**src/design/lcdsd_cfg.svh**
```systemverilog
`ifndef LCDSD_CFG_SVH
`define LCDSD_CFG_SVH

// ----------------------------------------
// Register offsets
// ----------------------------------------
`define LCDSD_OFF_CTRL0 8'h00
`define LCDSD_OFF_CTRL1 8'h04
`define LCDSD_OFF_BLINK 8'h08
`define LCDSD_OFF_STATUS 8'h0C
`define LCDSD_OFF_PEN 8'h10
`define LCDSD_OFF_BPEN 8'h14
`define LCDSD_OFF_WF0 8'h20
`define LCDSD_OFF_WF7 8'h3C

// ----------------------------------------
// Field positions
// ----------------------------------------
`define LCDSD_C0_EN 7
`define LCDSD_C0_SOURCE 6
`define LCDSD_C0_FRAME_CLOCK_SEL_LSB 3
`define LCDSD_C0_DUTY_LSB 0
`define LCDSD_C1_IRQEN 7
`define LCDSD_C1_BIAS 4
`define LCDSD_C1_SUPPLY_LSB 2
`define LCDSD_C1_STOP 1
`define LCDSD_C1_WAIT 0
`define LCDSD_BC_BLINK 7
`define LCDSD_BC_ALT 6
`define LCDSD_BC_BLANK 5
`define LCDSD_BC_BLINK_MODE_SEL 3
`define LCDSD_BC_BLINK_RATE_FIELD_LSB 0
`define LCDSD_ST_FLAG 7
`define LCDSD_ST_BLINKPER 0

// ----------------------------------------
// Reset values
// ----------------------------------------
`define LCDSD_DUTY_RST 3'h3
`define LCDSD_FRAME_CLOCK_SEL_RST 3'h0
`define LCDSD_SUPPLY_RST 2'h0
`define LCDSD_BLINK_RATE_FIELD_RST 3'h0

// ----------------------------------------
// Timing counts, in LCD clock ticks
// ----------------------------------------
`define LCDSD_FRAME_DIV_BASE 5'h08
`define LCDSD_BLINK_SHIFT 5'h0B
`define LCDSD_BLINK_CNT_W 19

`endif

```
**src/design/lcdsd_pkg.sv**
```systemverilog
package lcdsd_pkg;

   // Display mode, one-hot
   typedef enum logic [2:0] {
      LCDSD_DISP_NORMAL = 3'b001,
      LCDSD_DISP_ALT = 3'b010,
      LCDSD_DISP_BLANK = 3'b100
   } lcdsd_disp_t;

endpackage

```
**src/design/lcdsd_phase_gen.sv**
```systemverilog
`include "lcdsd_cfg.svh"

module lcdsd_phase_gen (
   // Clock and reset
   input wire logic pclk,
   input wire logic presetn,
   // Control
   input wire logic run,
   input wire logic lcd_tick,
   input wire logic [2:0] duty,
   input wire logic [2:0] frame_clock_sel,
   // Sequence
   output logic [2:0] phase_q,
   output logic frame_done
);

   logic [4:0] div_q;
   logic [4:0] div_top;
   logic step;

   assign div_top = `LCDSD_FRAME_DIV_BASE + {2'h0, frame_clock_sel};
   assign step = run && lcd_tick && (div_q >= div_top);
   assign frame_done = step && (phase_q >= duty);

   // ----------------------------------------
   // Base clock divider
   // ----------------------------------------
   always_ff @(posedge pclk or negedge presetn) begin
      if (!presetn) begin
         div_q <= 5'h00;
      end else if (!run || step) begin
         div_q <= 5'h00;
      end else if (lcd_tick) begin
         div_q <= div_q + 5'h01;
      end
   end

   // ----------------------------------------
   // Phase sequencer
   // ----------------------------------------
   always_ff @(posedge pclk or negedge presetn) begin
      if (!presetn) begin
         phase_q <= 3'h0;
      end else if (!run || frame_done) begin
         phase_q <= 3'h0;
      end else if (step) begin
         phase_q <= phase_q + 3'h1;
      end
   end
endmodule

```
**src/design/lcdsd_top.sv**
```systemverilog
// What this block does
// - Backplane waveform bit n selects phase A..H
// - Frontplane bit one drives on, zero off
// - Duty sets number of phases per frame
// - Normal mode drives waveform register data
// - Blank mode turns every segment off
// - Alternate uses phases E..H for duty up to four
// - Alternate with five+ backplanes gives blank
// - Blink period uses blank or alternate per mode
// - Five+ backplanes: blink mode one means blank
// - Blank select: normal blank, blink by mode
// - Alternate select: normal alternate, blink by mode
// - Blink rate divides LCD clock, halves per code
// - Reset clears enable, all pins high impedance
// - Reset gives duty 1/4, bias 1/3, defaults
// - Frame event sets flag, write one clears
// - Interrupt when flag and enable both set
// - Duty field value plus one is backplane count
// - Source zero crystal, one alternate clock
//
// The APB register port and the placing of the registers are this design's own decisions.
`include "lcdsd_cfg.svh"

module lcdsd_top (
   // Clock and reset
   input wire logic pclk,
   input wire logic presetn,
   // APB slave
   input wire logic psel,
   input wire logic penable,
   input wire logic pwrite,
   input wire logic [7:0] paddr,
   input wire logic [31:0] pwdata,
   output logic [31:0] prdata_q,
   output logic pready_q,
   output logic pslverr_q,
   // LCD clock sources
   input wire logic xtal_clk_in,
   input wire logic alt_clk_in,
   // Panel pins
   output logic [7:0] seg_drive_q,
   output logic [7:0] pin_oe_n_q,
   output logic [7:0] pin_is_bp_q,
   output logic [2:0] phase_out_q,
   // Interrupt
   output logic lcd_irq_q
);

   // ----------------------------------------
   // Declarations
   // ----------------------------------------
   logic module_en_q;
   logic source_q;
   logic [2:0] frame_clock_sel_q;
   logic [2:0] duty_q;
   logic irq_en_q;
   logic [1:0] supply_q;
   logic stop_beh_q;
   logic wait_beh_q;
   logic blink_en_q;
   logic alt_sel_q;
   logic blank_sel_q;
   logic blink_mode_sel_q;
   logic [2:0] blink_rate_field_q;
   logic frame_flag_q;
   logic [7:0] pen_q;
   logic [7:0] bpen_q;
   logic [7:0] wf_q [0:7];
   logic xtal_s1_q;
   logic xtal_s2_q;
   logic alt_s1_q;
   logic alt_s2_q;
   logic lcd_prev_q;
   logic lcd_sel;
   logic lcd_tick;
   logic [`LCDSD_BLINK_CNT_W-1:0] blink_cnt_q;
   logic blink_period;
   logic [2:0] phase;
   logic frame_done;
   logic setup;
   logic wr;
   logic mapped;
   logic [31:0] rdata_d;
   lcdsd_pkg::lcdsd_disp_t mode;
   logic [2:0] phase_sel;

   // ----------------------------------------
   // Helpers
   // ----------------------------------------
   function automatic logic is_wf(input logic [7:0] a);
      is_wf = (a >= `LCDSD_OFF_WF0) && (a <= `LCDSD_OFF_WF7) && (a[1:0] == 2'h0);
   endfunction

   function automatic logic [2:0] wf_index(input logic [7:0] a);
      wf_index = 3'(a[4:2]);
   endfunction

   // ----------------------------------------
   // APB decode
   // ----------------------------------------
   assign setup = psel && !penable;
   assign wr = psel && penable && pwrite && pready_q;
   assign mapped = (paddr == `LCDSD_OFF_CTRL0) || (paddr == `LCDSD_OFF_CTRL1) ||
                   (paddr == `LCDSD_OFF_BLINK) || (paddr == `LCDSD_OFF_STATUS) ||
                   (paddr == `LCDSD_OFF_PEN) || (paddr == `LCDSD_OFF_BPEN) ||
                   is_wf(paddr);

   always_comb begin
      rdata_d = 32'h0000_0000;
      case (paddr)
         `LCDSD_OFF_CTRL0: begin
            rdata_d[`LCDSD_C0_EN] = module_en_q;
            rdata_d[`LCDSD_C0_SOURCE] = source_q;
            rdata_d[`LCDSD_C0_FRAME_CLOCK_SEL_LSB +: 3] = frame_clock_sel_q;
            rdata_d[`LCDSD_C0_DUTY_LSB +: 3] = duty_q;
         end
         `LCDSD_OFF_CTRL1: begin
            rdata_d[`LCDSD_C1_IRQEN] = irq_en_q;
            rdata_d[`LCDSD_C1_BIAS] = 1'b1;
            rdata_d[`LCDSD_C1_SUPPLY_LSB +: 2] = supply_q;
            rdata_d[`LCDSD_C1_STOP] = stop_beh_q;
            rdata_d[`LCDSD_C1_WAIT] = wait_beh_q;
         end
         `LCDSD_OFF_BLINK: begin
            rdata_d[`LCDSD_BC_BLINK] = blink_en_q;
            rdata_d[`LCDSD_BC_ALT] = alt_sel_q;
            rdata_d[`LCDSD_BC_BLANK] = blank_sel_q;
            rdata_d[`LCDSD_BC_BLINK_MODE_SEL] = blink_mode_sel_q;
            rdata_d[`LCDSD_BC_BLINK_RATE_FIELD_LSB +: 3] = blink_rate_field_q;
         end
         `LCDSD_OFF_STATUS: begin
            rdata_d[`LCDSD_ST_FLAG] = frame_flag_q;
            rdata_d[`LCDSD_ST_BLINKPER] = blink_period;
         end
         `LCDSD_OFF_PEN: begin
            rdata_d[7:0] = pen_q;
         end
         `LCDSD_OFF_BPEN: begin
            rdata_d[7:0] = bpen_q;
         end
         default: begin
            if (is_wf(paddr)) begin
               rdata_d[7:0] = wf_q[wf_index(paddr)];
            end
         end
      endcase
   end

   // ----------------------------------------
   // APB answer
   // ----------------------------------------
   always_ff @(posedge pclk or negedge presetn) begin
      if (!presetn) begin
         pready_q <= 1'b0;
         pslverr_q <= 1'b0;
         prdata_q <= 32'h0000_0000;
      end else begin
         pready_q <= setup;
         pslverr_q <= setup && !mapped;
         if (setup) begin
            prdata_q <= pwrite ? 32'h0000_0000 : rdata_d;
         end
      end
   end

   // ----------------------------------------
   // Control registers
   // ----------------------------------------
   always_ff @(posedge pclk or negedge presetn) begin
      if (!presetn) begin
         module_en_q <= 1'b0;
         source_q <= 1'b0;
         frame_clock_sel_q <= `LCDSD_FRAME_CLOCK_SEL_RST;
         duty_q <= `LCDSD_DUTY_RST;
         irq_en_q <= 1'b0;
         supply_q <= `LCDSD_SUPPLY_RST;
         stop_beh_q <= 1'b0;
         wait_beh_q <= 1'b0;
         blink_en_q <= 1'b0;
         alt_sel_q <= 1'b0;
         blank_sel_q <= 1'b0;
         blink_mode_sel_q <= 1'b0;
         blink_rate_field_q <= `LCDSD_BLINK_RATE_FIELD_RST;
      end else if (wr && !pslverr_q) begin
         if (paddr == `LCDSD_OFF_CTRL0) begin
            module_en_q <= pwdata[`LCDSD_C0_EN];
            source_q <= pwdata[`LCDSD_C0_SOURCE];
            frame_clock_sel_q <= pwdata[`LCDSD_C0_FRAME_CLOCK_SEL_LSB +: 3];
            duty_q <= pwdata[`LCDSD_C0_DUTY_LSB +: 3];
         end
         if (paddr == `LCDSD_OFF_CTRL1) begin
            irq_en_q <= pwdata[`LCDSD_C1_IRQEN];
            supply_q <= pwdata[`LCDSD_C1_SUPPLY_LSB +: 2];
            stop_beh_q <= pwdata[`LCDSD_C1_STOP];
            wait_beh_q <= pwdata[`LCDSD_C1_WAIT];
         end
         if (paddr == `LCDSD_OFF_BLINK) begin
            blink_en_q <= pwdata[`LCDSD_BC_BLINK];
            alt_sel_q <= pwdata[`LCDSD_BC_ALT];
            blank_sel_q <= pwdata[`LCDSD_BC_BLANK];
            blink_mode_sel_q <= pwdata[`LCDSD_BC_BLINK_MODE_SEL];
            blink_rate_field_q <= pwdata[`LCDSD_BC_BLINK_RATE_FIELD_LSB +: 3];
         end
      end
   end

   // ----------------------------------------
   // Pin and waveform registers, no reset
   // ----------------------------------------
   always_ff @(posedge pclk) begin
      if (wr && !pslverr_q) begin
         if (paddr == `LCDSD_OFF_PEN) begin
            pen_q <= pwdata[7:0];
         end
         if (paddr == `LCDSD_OFF_BPEN) begin
            bpen_q <= pwdata[7:0];
         end
         if (is_wf(paddr)) begin
            wf_q[wf_index(paddr)] <= pwdata[7:0];
         end
      end
   end

   // ----------------------------------------
   // Frame flag and interrupt
   // ----------------------------------------
   always_ff @(posedge pclk or negedge presetn) begin
      if (!presetn) begin
         frame_flag_q <= 1'b0;
      end else if (frame_done) begin
         frame_flag_q <= 1'b1;
      end else if (wr && !pslverr_q && paddr == `LCDSD_OFF_STATUS &&
                   pwdata[`LCDSD_ST_FLAG]) begin
         frame_flag_q <= 1'b0;
      end
   end

   always_ff @(posedge pclk or negedge presetn) begin
      if (!presetn) begin
         lcd_irq_q <= 1'b0;
      end else begin
         lcd_irq_q <= frame_flag_q && irq_en_q;
      end
   end

   // ----------------------------------------
   // LCD clock source
   // ----------------------------------------
   always_ff @(posedge pclk or negedge presetn) begin
      if (!presetn) begin
         xtal_s1_q <= 1'b0;
         xtal_s2_q <= 1'b0;
         alt_s1_q <= 1'b0;
         alt_s2_q <= 1'b0;
         lcd_prev_q <= 1'b0;
      end else begin
         xtal_s1_q <= xtal_clk_in;
         xtal_s2_q <= xtal_s1_q;
         alt_s1_q <= alt_clk_in;
         alt_s2_q <= alt_s1_q;
         lcd_prev_q <= lcd_sel;
      end
   end

   assign lcd_sel = source_q ? alt_s2_q : xtal_s2_q;
   assign lcd_tick = lcd_sel && !lcd_prev_q;

   // ----------------------------------------
   // Blink divider
   // ----------------------------------------
   always_ff @(posedge pclk or negedge presetn) begin
      if (!presetn) begin
         blink_cnt_q <= '0;
      end else if (!module_en_q || !blink_en_q) begin
         blink_cnt_q <= '0;
      end else if (lcd_tick) begin
         blink_cnt_q <= blink_cnt_q + 1'b1;
      end
   end

   // Top bit of the chosen divider: equal halves
   assign blink_period = blink_en_q &&
                         blink_cnt_q[`LCDSD_BLINK_SHIFT + {2'h0, blink_rate_field_q}];

   // ----------------------------------------
   // Phase generator
   // ----------------------------------------
   lcdsd_phase_gen u_phase (
      .pclk(pclk),
      .presetn(presetn),
      .run(module_en_q),
      .lcd_tick(lcd_tick),
      .duty(duty_q),
      .frame_clock_sel(frame_clock_sel_q),
      .phase_q(phase),
      .frame_done(frame_done)
   );

   // ----------------------------------------
   // Display mode selection
   // ----------------------------------------
   always_comb begin
      if (blink_period) begin
         if (blink_mode_sel_q && !duty_q[2]) begin
            mode = lcdsd_pkg::LCDSD_DISP_ALT;
         end else begin
            mode = lcdsd_pkg::LCDSD_DISP_BLANK;
         end
      end else if (blank_sel_q) begin
         mode = lcdsd_pkg::LCDSD_DISP_BLANK;
      end else if (alt_sel_q) begin
         mode = duty_q[2] ? lcdsd_pkg::LCDSD_DISP_BLANK :
                lcdsd_pkg::LCDSD_DISP_ALT;
      end else begin
         mode = lcdsd_pkg::LCDSD_DISP_NORMAL;
      end
   end

   assign phase_sel = (mode == lcdsd_pkg::LCDSD_DISP_ALT) ? {1'b1, phase[1:0]} : phase;

   // ----------------------------------------
   // Pin drive
   // ----------------------------------------
   always_ff @(posedge pclk or negedge presetn) begin
      if (!presetn) begin
         seg_drive_q <= 8'h00;
         pin_oe_n_q <= 8'hFF;
         pin_is_bp_q <= 8'h00;
         phase_out_q <= 3'h0;
      end else begin
         phase_out_q <= phase_sel;
         for (int i = 0; i < 8; i++) begin
            pin_oe_n_q[i] <= !(module_en_q && pen_q[i]);
            pin_is_bp_q[i] <= module_en_q && bpen_q[i];
            case (mode)
               lcdsd_pkg::LCDSD_DISP_NORMAL,
               lcdsd_pkg::LCDSD_DISP_ALT: begin
                  // Backplane active, or segment on-level
                  seg_drive_q[i] <= module_en_q && wf_q[i][phase_sel];
               end
               lcdsd_pkg::LCDSD_DISP_BLANK: begin
                  seg_drive_q[i] <= 1'b0;
               end
               default: begin
                  seg_drive_q[i] <= 1'b0;
               end
            endcase
         end
      end
   end
endmodule
```
**config.mk**
```make
export PLATFORM = sky130hd
export DESIGN_NAME = lcdsd_top
export DESIGN_NICKNAME = d
export VERILOG_FILES = /design/src/design/lcdsd_pkg.sv /design/src/design/lcdsd_phase_gen.sv /design/src/design/lcdsd_top.sv
export VERILOG_INCLUDE_DIRS = /design/src /design/src/design
export SDC_FILE = /design/constraint.sdc
export NUM_CORES = 1
export LEC_CHECK = 0
export BUFFER_PORTS_ARGS = -buffer_cell sky130_fd_sc_hd__clkbuf_2
export CORE_ASPECT_RATIO = 1.75
export CORE_MARGIN = 5
export CORE_UTILIZATION = 55
export DETAILED_ROUTE_END_ITERATION = 16
export PLACE_DENSITY = 0.76
export SYNTH_ARGS = -nofsm -noshare
export SYNTH_HDL_FRONTEND = slang
export SYNTH_SLANG_ARGS = --single-unit
```
**constraint.sdc**
```tcl
create_clock -name pclk -period 3.4 [get_ports pclk]
set_clock_uncertainty 0.1 [all_clocks]
set_input_delay 0.34 -clock pclk [delete_from_list [all_inputs] [get_ports pclk]]
set_output_delay 0.34 -clock pclk [all_outputs]
set_load 0.005 [all_outputs]
```
==> impl_metrics.json, run 1 <==
{
  "antenna_found_initial": 0,
  "crit_path_end_kind": "flip-flop",
  "cap_violations": 0,
  "nets": 718,
  "htree_num_levels": 4,
  "status": "complete, but fails checks",
  "grt_setup_unrepaired": "false",
  "fin_crit_sh_pct": 85.1,
  "antenna_cells": 0,
  "io_pins": 109,
  "cts_buffers": 17,
  "synth-edff-count": 80,
  "fin_crit_ns": 2.90,
  "fin_area_um2": 8950,
  "grt_usage_pct": 22.7,
  "yosysTopAreaCell": "edfxtp_1",
  "drv_slew": 0,
  "finalWirelength_mm": 18.4,
  "clock_latency_ns": 0.44,
  "vias": 5130,
  "syn_avg_cell_area_um2": 13.3,
  "vias_per_cell": 6.01,
  "hold_class": "in2async",
  "port_buffers": 60,
  "netlist_instances": 595,
  "clk_pin_slew_ns": 0.07,
  "overflow": 0,
  "gp_congestion": 0.859,
  "ys.flop_type": "dfrtp_1",
  "slew-limit-headroom_pct": 30.7,
  "required_ns": 3.61,
  "grt_start_max_net_pins": 81,
  "fmax_ghz": 0.345,
  "final_antenna_net_count": 0,
  "core_area_um2": 14200,
  "path_class": "reg2reg",
  "power.leakage_uw": 0.00365,
  "drt_first_pass_iters": 4,
  "first_iter_violations": 274,
  "grt_first_pass_wirelength_mm": 28.9,
  "start_util_pct": 55.5,
  "drt-wirelength-per-cell_um": 21.5,
  "placed_area_um2": 8320,
  "ctsResizeCount": 0,
  "synth_seq_cells": 171,
  "r2r_start": "blink_rate_field_q[1]",
  "finalSetupViolCount": 0,
  "async_flop_share_pct": 53.2,
  "ctsLongestPathBuffers": 2,
  "holdWs_ns": -0.0501,
  "violations": "hold timing",
  "area_growth_pct": 13.3,
  "fin_setup_tns_ns": 0,
  "synth.cell_area_um2": 7900,
  "cts-root-buf": "clkbuf_16",
  "cts.sinks": 171,
  "ys_types": 58,
  "cp.arrival_ns": 3.11,
  "yosys_warnings": 0,
  "rows": 58,
  "seq_area_frac_synth_pct": 59.4,
  "drc": 0,
  "netlist.area_leader.share_pct": 30.4,
  "die-width_um": 101,
  "cts_setup_buffers": 0,
  "die_area_um2": 16900,
  "ir_drop_v": 0.000345,
  "hold_viol": 12,
  "die_y_um": 169,
  "first_global_vias": 5477,
  "synthTopCellsByArea": "edfxtp_1, dfrtp_1, mux4_2",
  "cp-startpoint": "blink_rate_field_q[1]",
  "startpoint_type": "flip-flop",
  "layout-drive-gt1-share_pct": 25.4,
  "worst-slew-pin-transition_ns": 1.04,
  "hpwl_mm": 13.0,
  "cts_tree": "done",
  "critPathMaxFanout": 9,
  "power-per-cell-area_nw_per_um2": 488
}
power breakdown:
part,leakage (uW),switching [uW],internal (uW)
logic,0.00146,120,51.7
clock network,0.000293,850,1170
registers,0.00190,3.93,2180
total,0.00365,974,3400
metal layers:
metal / track usage [%] / wire, um / vias up
met3: 4.70 / 885 / 63
met2: 40.7 / 10300 / 184
met1: 23.7 / 6040 / 2600
met5: 0 / 0 / -
met4: 14.2 / 1090 / 0
li1: - / - / 2283
cells in the final DEF (no fill, tap or decap), types with 11 or more instances in the layout:
cell / n
inv_1: 17
a21oi_1: 21
mux2_2: 14
edfxtp_1: 80
nor2_1: 45
and2_1: 12
clkbuf_16: 17
conb_1: 24
o21ai_0: 23
nand3_1: 16
dfrtp_1: 81
ha_1: 11
clkbuf_2: 59
mux2i_1: 20
buf_4: 17
mux4_2: 33
nand2_1: 46
cell type report:
class	count	area [um2]
inverter	18	67.6
clock buffer	17	425
multi-input combinational	374	2910
timing repair buffer	78	443
tap	180	225
clock inverter	15	186
sequential	171	4690
fill	1067	5280
flip-flops by register name, summed over array words and instances, names as in the netlist, 5 cells and up:
register / flops
blink_cnt_q: 19
prdata_q: 8
u_phase.div_q: 5
pin_is_bp_q: 8
wf_q: 64
pen_q: 8
seg_drive_q: 8
pin_oe_n_q: 8
bpen_q: 8
path summary, 6_finish.rpt:
kind	to	slack [ns]	cells past startpoint
hold / removal	seg_drive_q[3]	-0.05	1
min in group pclk	prdata_q[7]	0.13	4
max in group asynchronous	blink_cnt_q[10]	2.43	2
setup / recovery	seg_drive_q[2]	0.50	10
setup reg to reg	seg_drive_q[2]	0.50	10
hold reg to reg	alt_s2_q	0.25	0
cells in the mapped netlist (3+ instances only):
cell type and n:
inv_1 17, a22o_1 4, o21ai_0 23, nand4_1 6
nand2b_1 7, buf_2 3, dfstp_2 10, dfrtp_1 81
nand2_1 46, xor2_1 10, mux2_2 14, nor3_1 8
buf_4 24, or3_1 5, and2_1 12, a32o_1 5
a221oi_1 3, nor2_1 45, nand3_1 16, ha_1 11
o22ai_1 5, mux2i_1 20, mux4_2 33, a21oi_1 21
clkbuf_1 24, nand3b_1 3, nor2b_1 4, xnor2_1 5
o211ai_1 6, a21o_1 5, a211oi_1 3, a31oi_1 3
a21boi_0 4, edfxtp_1 80
per-stage QoR:
stage / instances / hold WS, ns / power [uW] / utilization [%] / setup WS, ns
floorplan: 618 / -0.0556 / 2320 / - / 0.484
CTS: 853 / 0.0195 / 4390 / 62.9 / 0.503
finish: 853 / -0.0501 / 4370 / 62.9 / 0.505
global route: 853 / 0.0476 / 4500 / 62.9 / 0.395
detailed placement: 819 / 0.236 / 2390 / 58.5 / 0.498
global placement: 819 / 0.239 / 2390 / 58.5 / 0.556
logic make-up (layout without fill, tap and decap cells):
logic type | count (synthesis) | count (layout) | synth area share, %
flip-flops | 171 | 171 | 59.4
AND/OR/NAND/NOR | 160 | 160 | 9.57
AO/OA/AOI/OAI | 95 | 95 | 8.11
buffers and inverters | 73 | 128 | 4.85
multiplexers | 69 | 69 | 14.6
XOR/XNOR | 15 | 15 | 1.66
adder cells (fa/ha/maj) | 11 | 11 | 1.74
other | 1 | 24 | 0.0475
what timing repair did:
item	4_1_cts	5_1_grt
hold endpoints to repair	2	0
endpoints found under the setup margin	0	0
hold buffers	2	0
critical path, stage by stage, from the launching register on:
cell and delay (ns):
dfrtp_1 0.37, inv_1 0.06, ha_1 0.45, mux4_1 0.34, mux2_2 0.28, and3_4 0.18
o21a_1 0.21, a211oi_2 0.21, buf_4 0.25, mux2i_1 0.25, nor2_1 0.06
No activity file was read; power rests on OpenSTA's default activity.
==> run 2: changes to the inputs <==
Settings changed: CORE_MARGIN 5 to default, PLACE_DENSITY 0.76 to default, PLACE_DENSITY_LB_ADDON from default to 0.12.
==> impl_metrics.json, run 2 (same netlist as run 1, synthesis figures left out) <==
{
  "drt-wirelength-per-cell_um": 22.0,
  "layout-drive-gt1-share_pct": 25.8,
  "cts.sinks": 171,
  "stdcell_count": 854,
  "overflow": 0,
  "cts_buffers": 17,
  "dp_cells": 820,
  "layout_commonest_cell": "dfrtp_1",
  "fin_setup_tns_ns": 0,
  "required_ns": 3.61,
  "die_area_um2": 14900,
  "rrSetupSlack_ns": 0.49,
  "power-per-cell-area_nw_per_um2": 484,
  "port_buffers": 60,
  "drv_slew": 0,
  "rows": 57,
  "reg_top3": "wf_q x64, blink_cnt_q x19",
  "reg2reg_depth": 10,
  "cts-root-buf": "clkbuf_16",
  "die_y_um": 161,
  "start_util_pct": 56.5,
  "first_global_vias": 5239,
  "die-width_um": 92.6,
  "max_stage_delay_ns": 0.46,
  "p_clk_share_pct": 45.8,
  "grt_first_pass_wirelength_mm": 29.5,
  "p_seq_share_pct": 50.2,
  "final_cell_mix": "dfrtp_1, edfxtp_1, clkbuf_2, nand2_1, nor2_1",
  "status": "complete, but fails checks",
  "startpoint_type": "flip-flop",
  "ir_drop_v": 0.000382,
  "core_area_um2": 14000,
  "slowest_stage": "ha_1",
  "path_cells": "inv_1, ha_1, mux4_1, mux2_2, and3_4, o21a_1, a211oi_2, buf_4, mux2i_1, nor2_1",
  "grt_usage_pct": 27.3,
  "cts_tree": "done",
  "fillers": 1096,
  "cp.arrival_ns": 3.12,
  "critPathMaxFanout": 9,
  "intPower_uw": 3390,
  "vias": 5029,
  "p_sw_uw": 957,
  "fmax_ghz": 0.344,
  "crit_path_end_kind": "flip-flop",
  "drt_first_pass_iters": 5,
  "multi_input_area_um2": 2910,
  "violations": "hold timing",
  "cap_violations": 0,
  "antenna_cells": 0,
  "worstReg2RegEnd": "seg_drive_q[5]",
  "grt_setup_unrepaired": "false",
  "r2r_start": "blink_rate_field_q[1]",
  "final_antenna_net_count": 0,
  "nets": 722,
  "grt_start_max_net_pins": 78,
  "io_pins": 109,
  "gp_congestion": 0.856,
  "power.leakage_uw": 0.00369,
  "finalWirelength_mm": 18.8,
  "drc": 0,
  "first_iter_violations": 436,
  "ctsLongestPathBuffers": 2,
  "cts_setup_buffers": 0,
  "vias_per_cell": 5.89,
  "hold_viol": 12,
  "fin_crit_ns": 2.91,
  "pwr-share-comb_pct": 4.1,
  "finalSetupViolCount": 0,
  "slew-limit-headroom_pct": 33.0,
  "htree_num_levels": 4,
  "holdWs_ns": -0.0284,
  "antenna_found_initial": 0,
  "hpwl_mm": 13.6,
  "regMostFlops": "wf_q",
  "ff_latch_area_um2": 4690,
  "area_growth_pct": 13.7,
  "hold_class": "in2async",
  "largest_reg_flops": 64,
  "clock_latency_ns": 0.43,
  "clk_pin_slew_ns": 0.07,
  "switching_share_pct": 22.0,
  "fin_crit_sh_pct": 85.6,
  "path_class": "reg2reg",
  "worst-slew-pin-transition_ns": 1.01
}
==> run 2: cell count changes in the layout (fill, tap and decap cells not counted), sizes merged <==
cell	before	now
buf	17	21
bufinv	3	2
clkbuf	76	78
clkinv	4	5
clkinvlp	3	0
inv	23	24
==> run 2: layer usage <==
metal,GRT usage [%],part of all wire [%]
met5,0,0
met4,13.6,4.1
met3,4.12,3.9
met2,51.3,58
met1,29.0,34
==> run 2: stage by stage <==
| step | total power, uW | setup WS, ns | util (%) | instance area, um2 |
|---|---|---|---|---|
| global route | 4460 | 0.338 | 64.2 | 8980 |
| detailed placement | 2400 | 0.495 | 59.7 | 8340 |
| floorplan | 2320 | 0.484 | - | 7980 |
| finish | 4350 | 0.490 | 64.2 | 8980 |
| CTS | 4370 | 0.494 | 64.2 | 8980 |
| global placement | 2390 | 0.512 | 59.7 | 8340 |
==> run 2: worst max path at each step <==
stage / startpoint / to / slack, ns / cells after the start
3_3_place_gp: blink_rate_field_q[1] / seg_drive_q[7] / 0.51 / 10
4_1_cts: blink_rate_field_q[1] / seg_drive_q[0] / 0.49 / 10
2_1_floorplan: u_phase.phase_q[0] / u_phase.phase_q[1] / 0.48 / 10
5_1_grt: blink_rate_field_q[1] / seg_drive_q[2] / 0.34 / 10
6_report: blink_rate_field_q[1] / seg_drive_q[5] / 0.49 / 10
3_5_place_dp: blink_rate_field_q[1] / seg_drive_q[4] / 0.50 / 10
==> run 2: area by class of cell <==
cell class              instances  area share, %
clock buffers                  19           5.17
inverters                      18          0.753
repair buffers                 82           5.27
clock inverters                13           1.66
flip-flops and latches        171           52.3
multi-input cells             374           32.4
well taps                     177           2.47
==> run 2: timing repair <==
action                    in CTS  in global routing
hold buffers                   2                  0
gates resized for setup        0                  0
hold endpoints to repair       2                  0
==> run 2: power groups by stage <==
stage / Clock, uW / Combinational (uW) / Sequential, uW
3_5_place_dp: 0 / 174 / 2220
3_3_place_gp: 0 / 171 / 2220
4_1_cts: 2010 / 177 / 2180
2_1_floorplan: 0 / 101 / 2220
5_1_grt: 2090 / 192 / 2180
6_report: 1990 / 177 / 2180
==> run 2: critical path, delay by kind of cell, from the launching register on <==
family          cells  cell delay [ns]
mux                 3             0.84
fa+ha+maj           1             0.46
compound gates      2             0.43
flops               1             0.38
buf+inv             2             0.32
simple gates        2             0.23
==> run 3: changes to the inputs <==
Settings changed: HOLD_SLACK_MARGIN from default to 0.06.
==> impl_metrics.json, run 3 (same netlist as run 1, synthesis figures left out) <==
{
  "status": "completed",
  "first_global_vias": 5239,
  "place_ws_ns": 0.495,
  "power-per-cell-area_nw_per_um2": 484,
  "crit_path_end_kind": "flip-flop",
  "grt_first_pass_wirelength_mm": 29.5,
  "finalSetupViolCount": 0,
  "cts_setup_buffers": 0,
  "multi_input_area_um2": 2910,
  "port_buffers": 60,
  "cts-root-buf": "clkbuf_16",
  "drc": 0,
  "clock_latency_ns": 0.43,
  "power.leakage_uw": 0.00369,
  "required_ns": 3.60,
  "io_pins": 109,
  "nets": 723,
  "fin_setup_tns_ns": 0,
  "cts_tree": "done",
  "ff_latch_area_um2": 4690,
  "fin_crit_sh_pct": 85.3,
  "drv_slew": 0,
  "fmax_ghz": 0.345,
  "finalWirelength_mm": 18.9,
  "layout-drive-gt1-share_pct": 25.8,
  "hold_viol": 0,
  "overflow": 0,
  "grt_start_max_net_pins": 78,
  "die_area_um2": 14900,
  "gp_congestion": 0.856,
  "vias_per_cell": 5.87,
  "ctsResizeCount": 0,
  "final_cell_mix": "dfrtp_1, edfxtp_1, clkbuf_2, nand2_1, nor2_1",
  "hold_class": "in2reg",
  "regMostFlops": "wf_q",
  "grt_usage_pct": 27.3,
  "start_util_pct": 56.5,
  "largest_reg_flops": 64,
  "vias": 5021,
  "drt_first_pass_iters": 4,
  "reg_top3": "wf_q x64, blink_cnt_q x19",
  "hpwl_mm": 13.6,
  "final_antenna_net_count": 0,
  "ir_drop_v": 0.000383,
  "first_iter_violations": 455,
  "worst_slack_ns": 0.500,
  "antenna_cells": 0,
  "cp.arrival_ns": 3.10,
  "cap_violations": 0,
  "grt_setup_unrepaired": "false",
  "die_y_um": 161,
  "core_area_um2": 14000,
  "cts_buffers": 17,
  "cp-startpoint": "blink_rate_field_q[1]",
  "slew-limit-headroom_pct": 32.4,
  "hold_buffers": 3,
  "critPathMaxFanout": 9,
  "drt-wirelength-per-cell_um": 22.1,
  "r2r_start": "blink_rate_field_q[1]",
  "holdCritStartpoint": "pwrite",
  "path_class": "reg2reg",
  "area_growth_pct": 13.8,
  "fillers": 1095,
  "ctsLongestPathBuffers": 2,
  "clk_pin_slew_ns": 0.07,
  "htree_num_levels": 4,
  "layout_commonest_cell": "dfrtp_1",
  "fin_crit_ns": 2.90,
  "antenna_found_initial": 0,
  "cts.sinks": 171,
  "startpoint_type": "flip-flop",
  "worst-slew-pin-transition_ns": 1.01,
  "die-width_um": 92.6,
  "rows": 57
}
run 3: layout make-up:
class / instances / area share, %
repair buffers: 83 / 5.37
clock buffers: 19 / 5.17
clock inverters: 13 / 1.66
flip-flops and latches: 171 / 52.2
well taps: 177 / 2.46
multi-input cells: 374 / 32.4
inverters: 18 / 0.752
run 3: path summary, 6_finish.rpt:
| check | to | slack (ns) | cells after the start |
|---|---|---|---|
| max in group asynchronous | blank_sel_q | 1.87 | 3 |
| worst max-delay path | seg_drive_q[4] | 0.50 | 10 |
| min in group asynchronous | seg_drive_q[4] | 0.53 | 2 |
| worst min-delay path | prdata_q[7] | 0.18 | 4 |
| worst min register to register | alt_s2_q | 0.25 | 0 |
| worst max register to register | seg_drive_q[4] | 0.50 | 10 |
run 3: layer usage:
metal  share of wire (%)  routed length, um  track usage, %
met5                   0                  0               0
met4                 4.2                790            13.6
met3                 3.2                597            4.12
met2                  58              10900            51.3
met1                  35               6540            29.0
run 3: per-stage QoR:
step,util [%],cells,hold WS [ns],instance area (um2),power (uW)
3_5_place_dp,59.7,820,0.240,8340,2400
4_1_cts,64.3,855,0.151,8990,4370
2_1_floorplan,-,618,-0.0556,7980,2320
3_3_place_gp,59.7,820,0.242,8340,2390
6_report,64.3,855,0.182,8990,4350
5_1_grt,64.3,855,0.191,8990,4460
run 3: critical path, stage by stage, from the launching register on:
cell and delay, ns:
dfrtp_1 0.38, inv_1 0.07, ha_1 0.46, mux4_1 0.34, mux2_2 0.28, and3_4 0.18, o21a_1 0.21, a211oi_2 0.22
buf_4 0.25, mux2i_1 0.21, nor2_1 0.07
run 3: power breakdown:
part	switching (uW)	internal [uW]	total [uW]	leakage, uW
clock network	825	1160	1990	0.000306
registers	4.69	2180	2180	0.00190
logic	125	53.2	178	0.00148
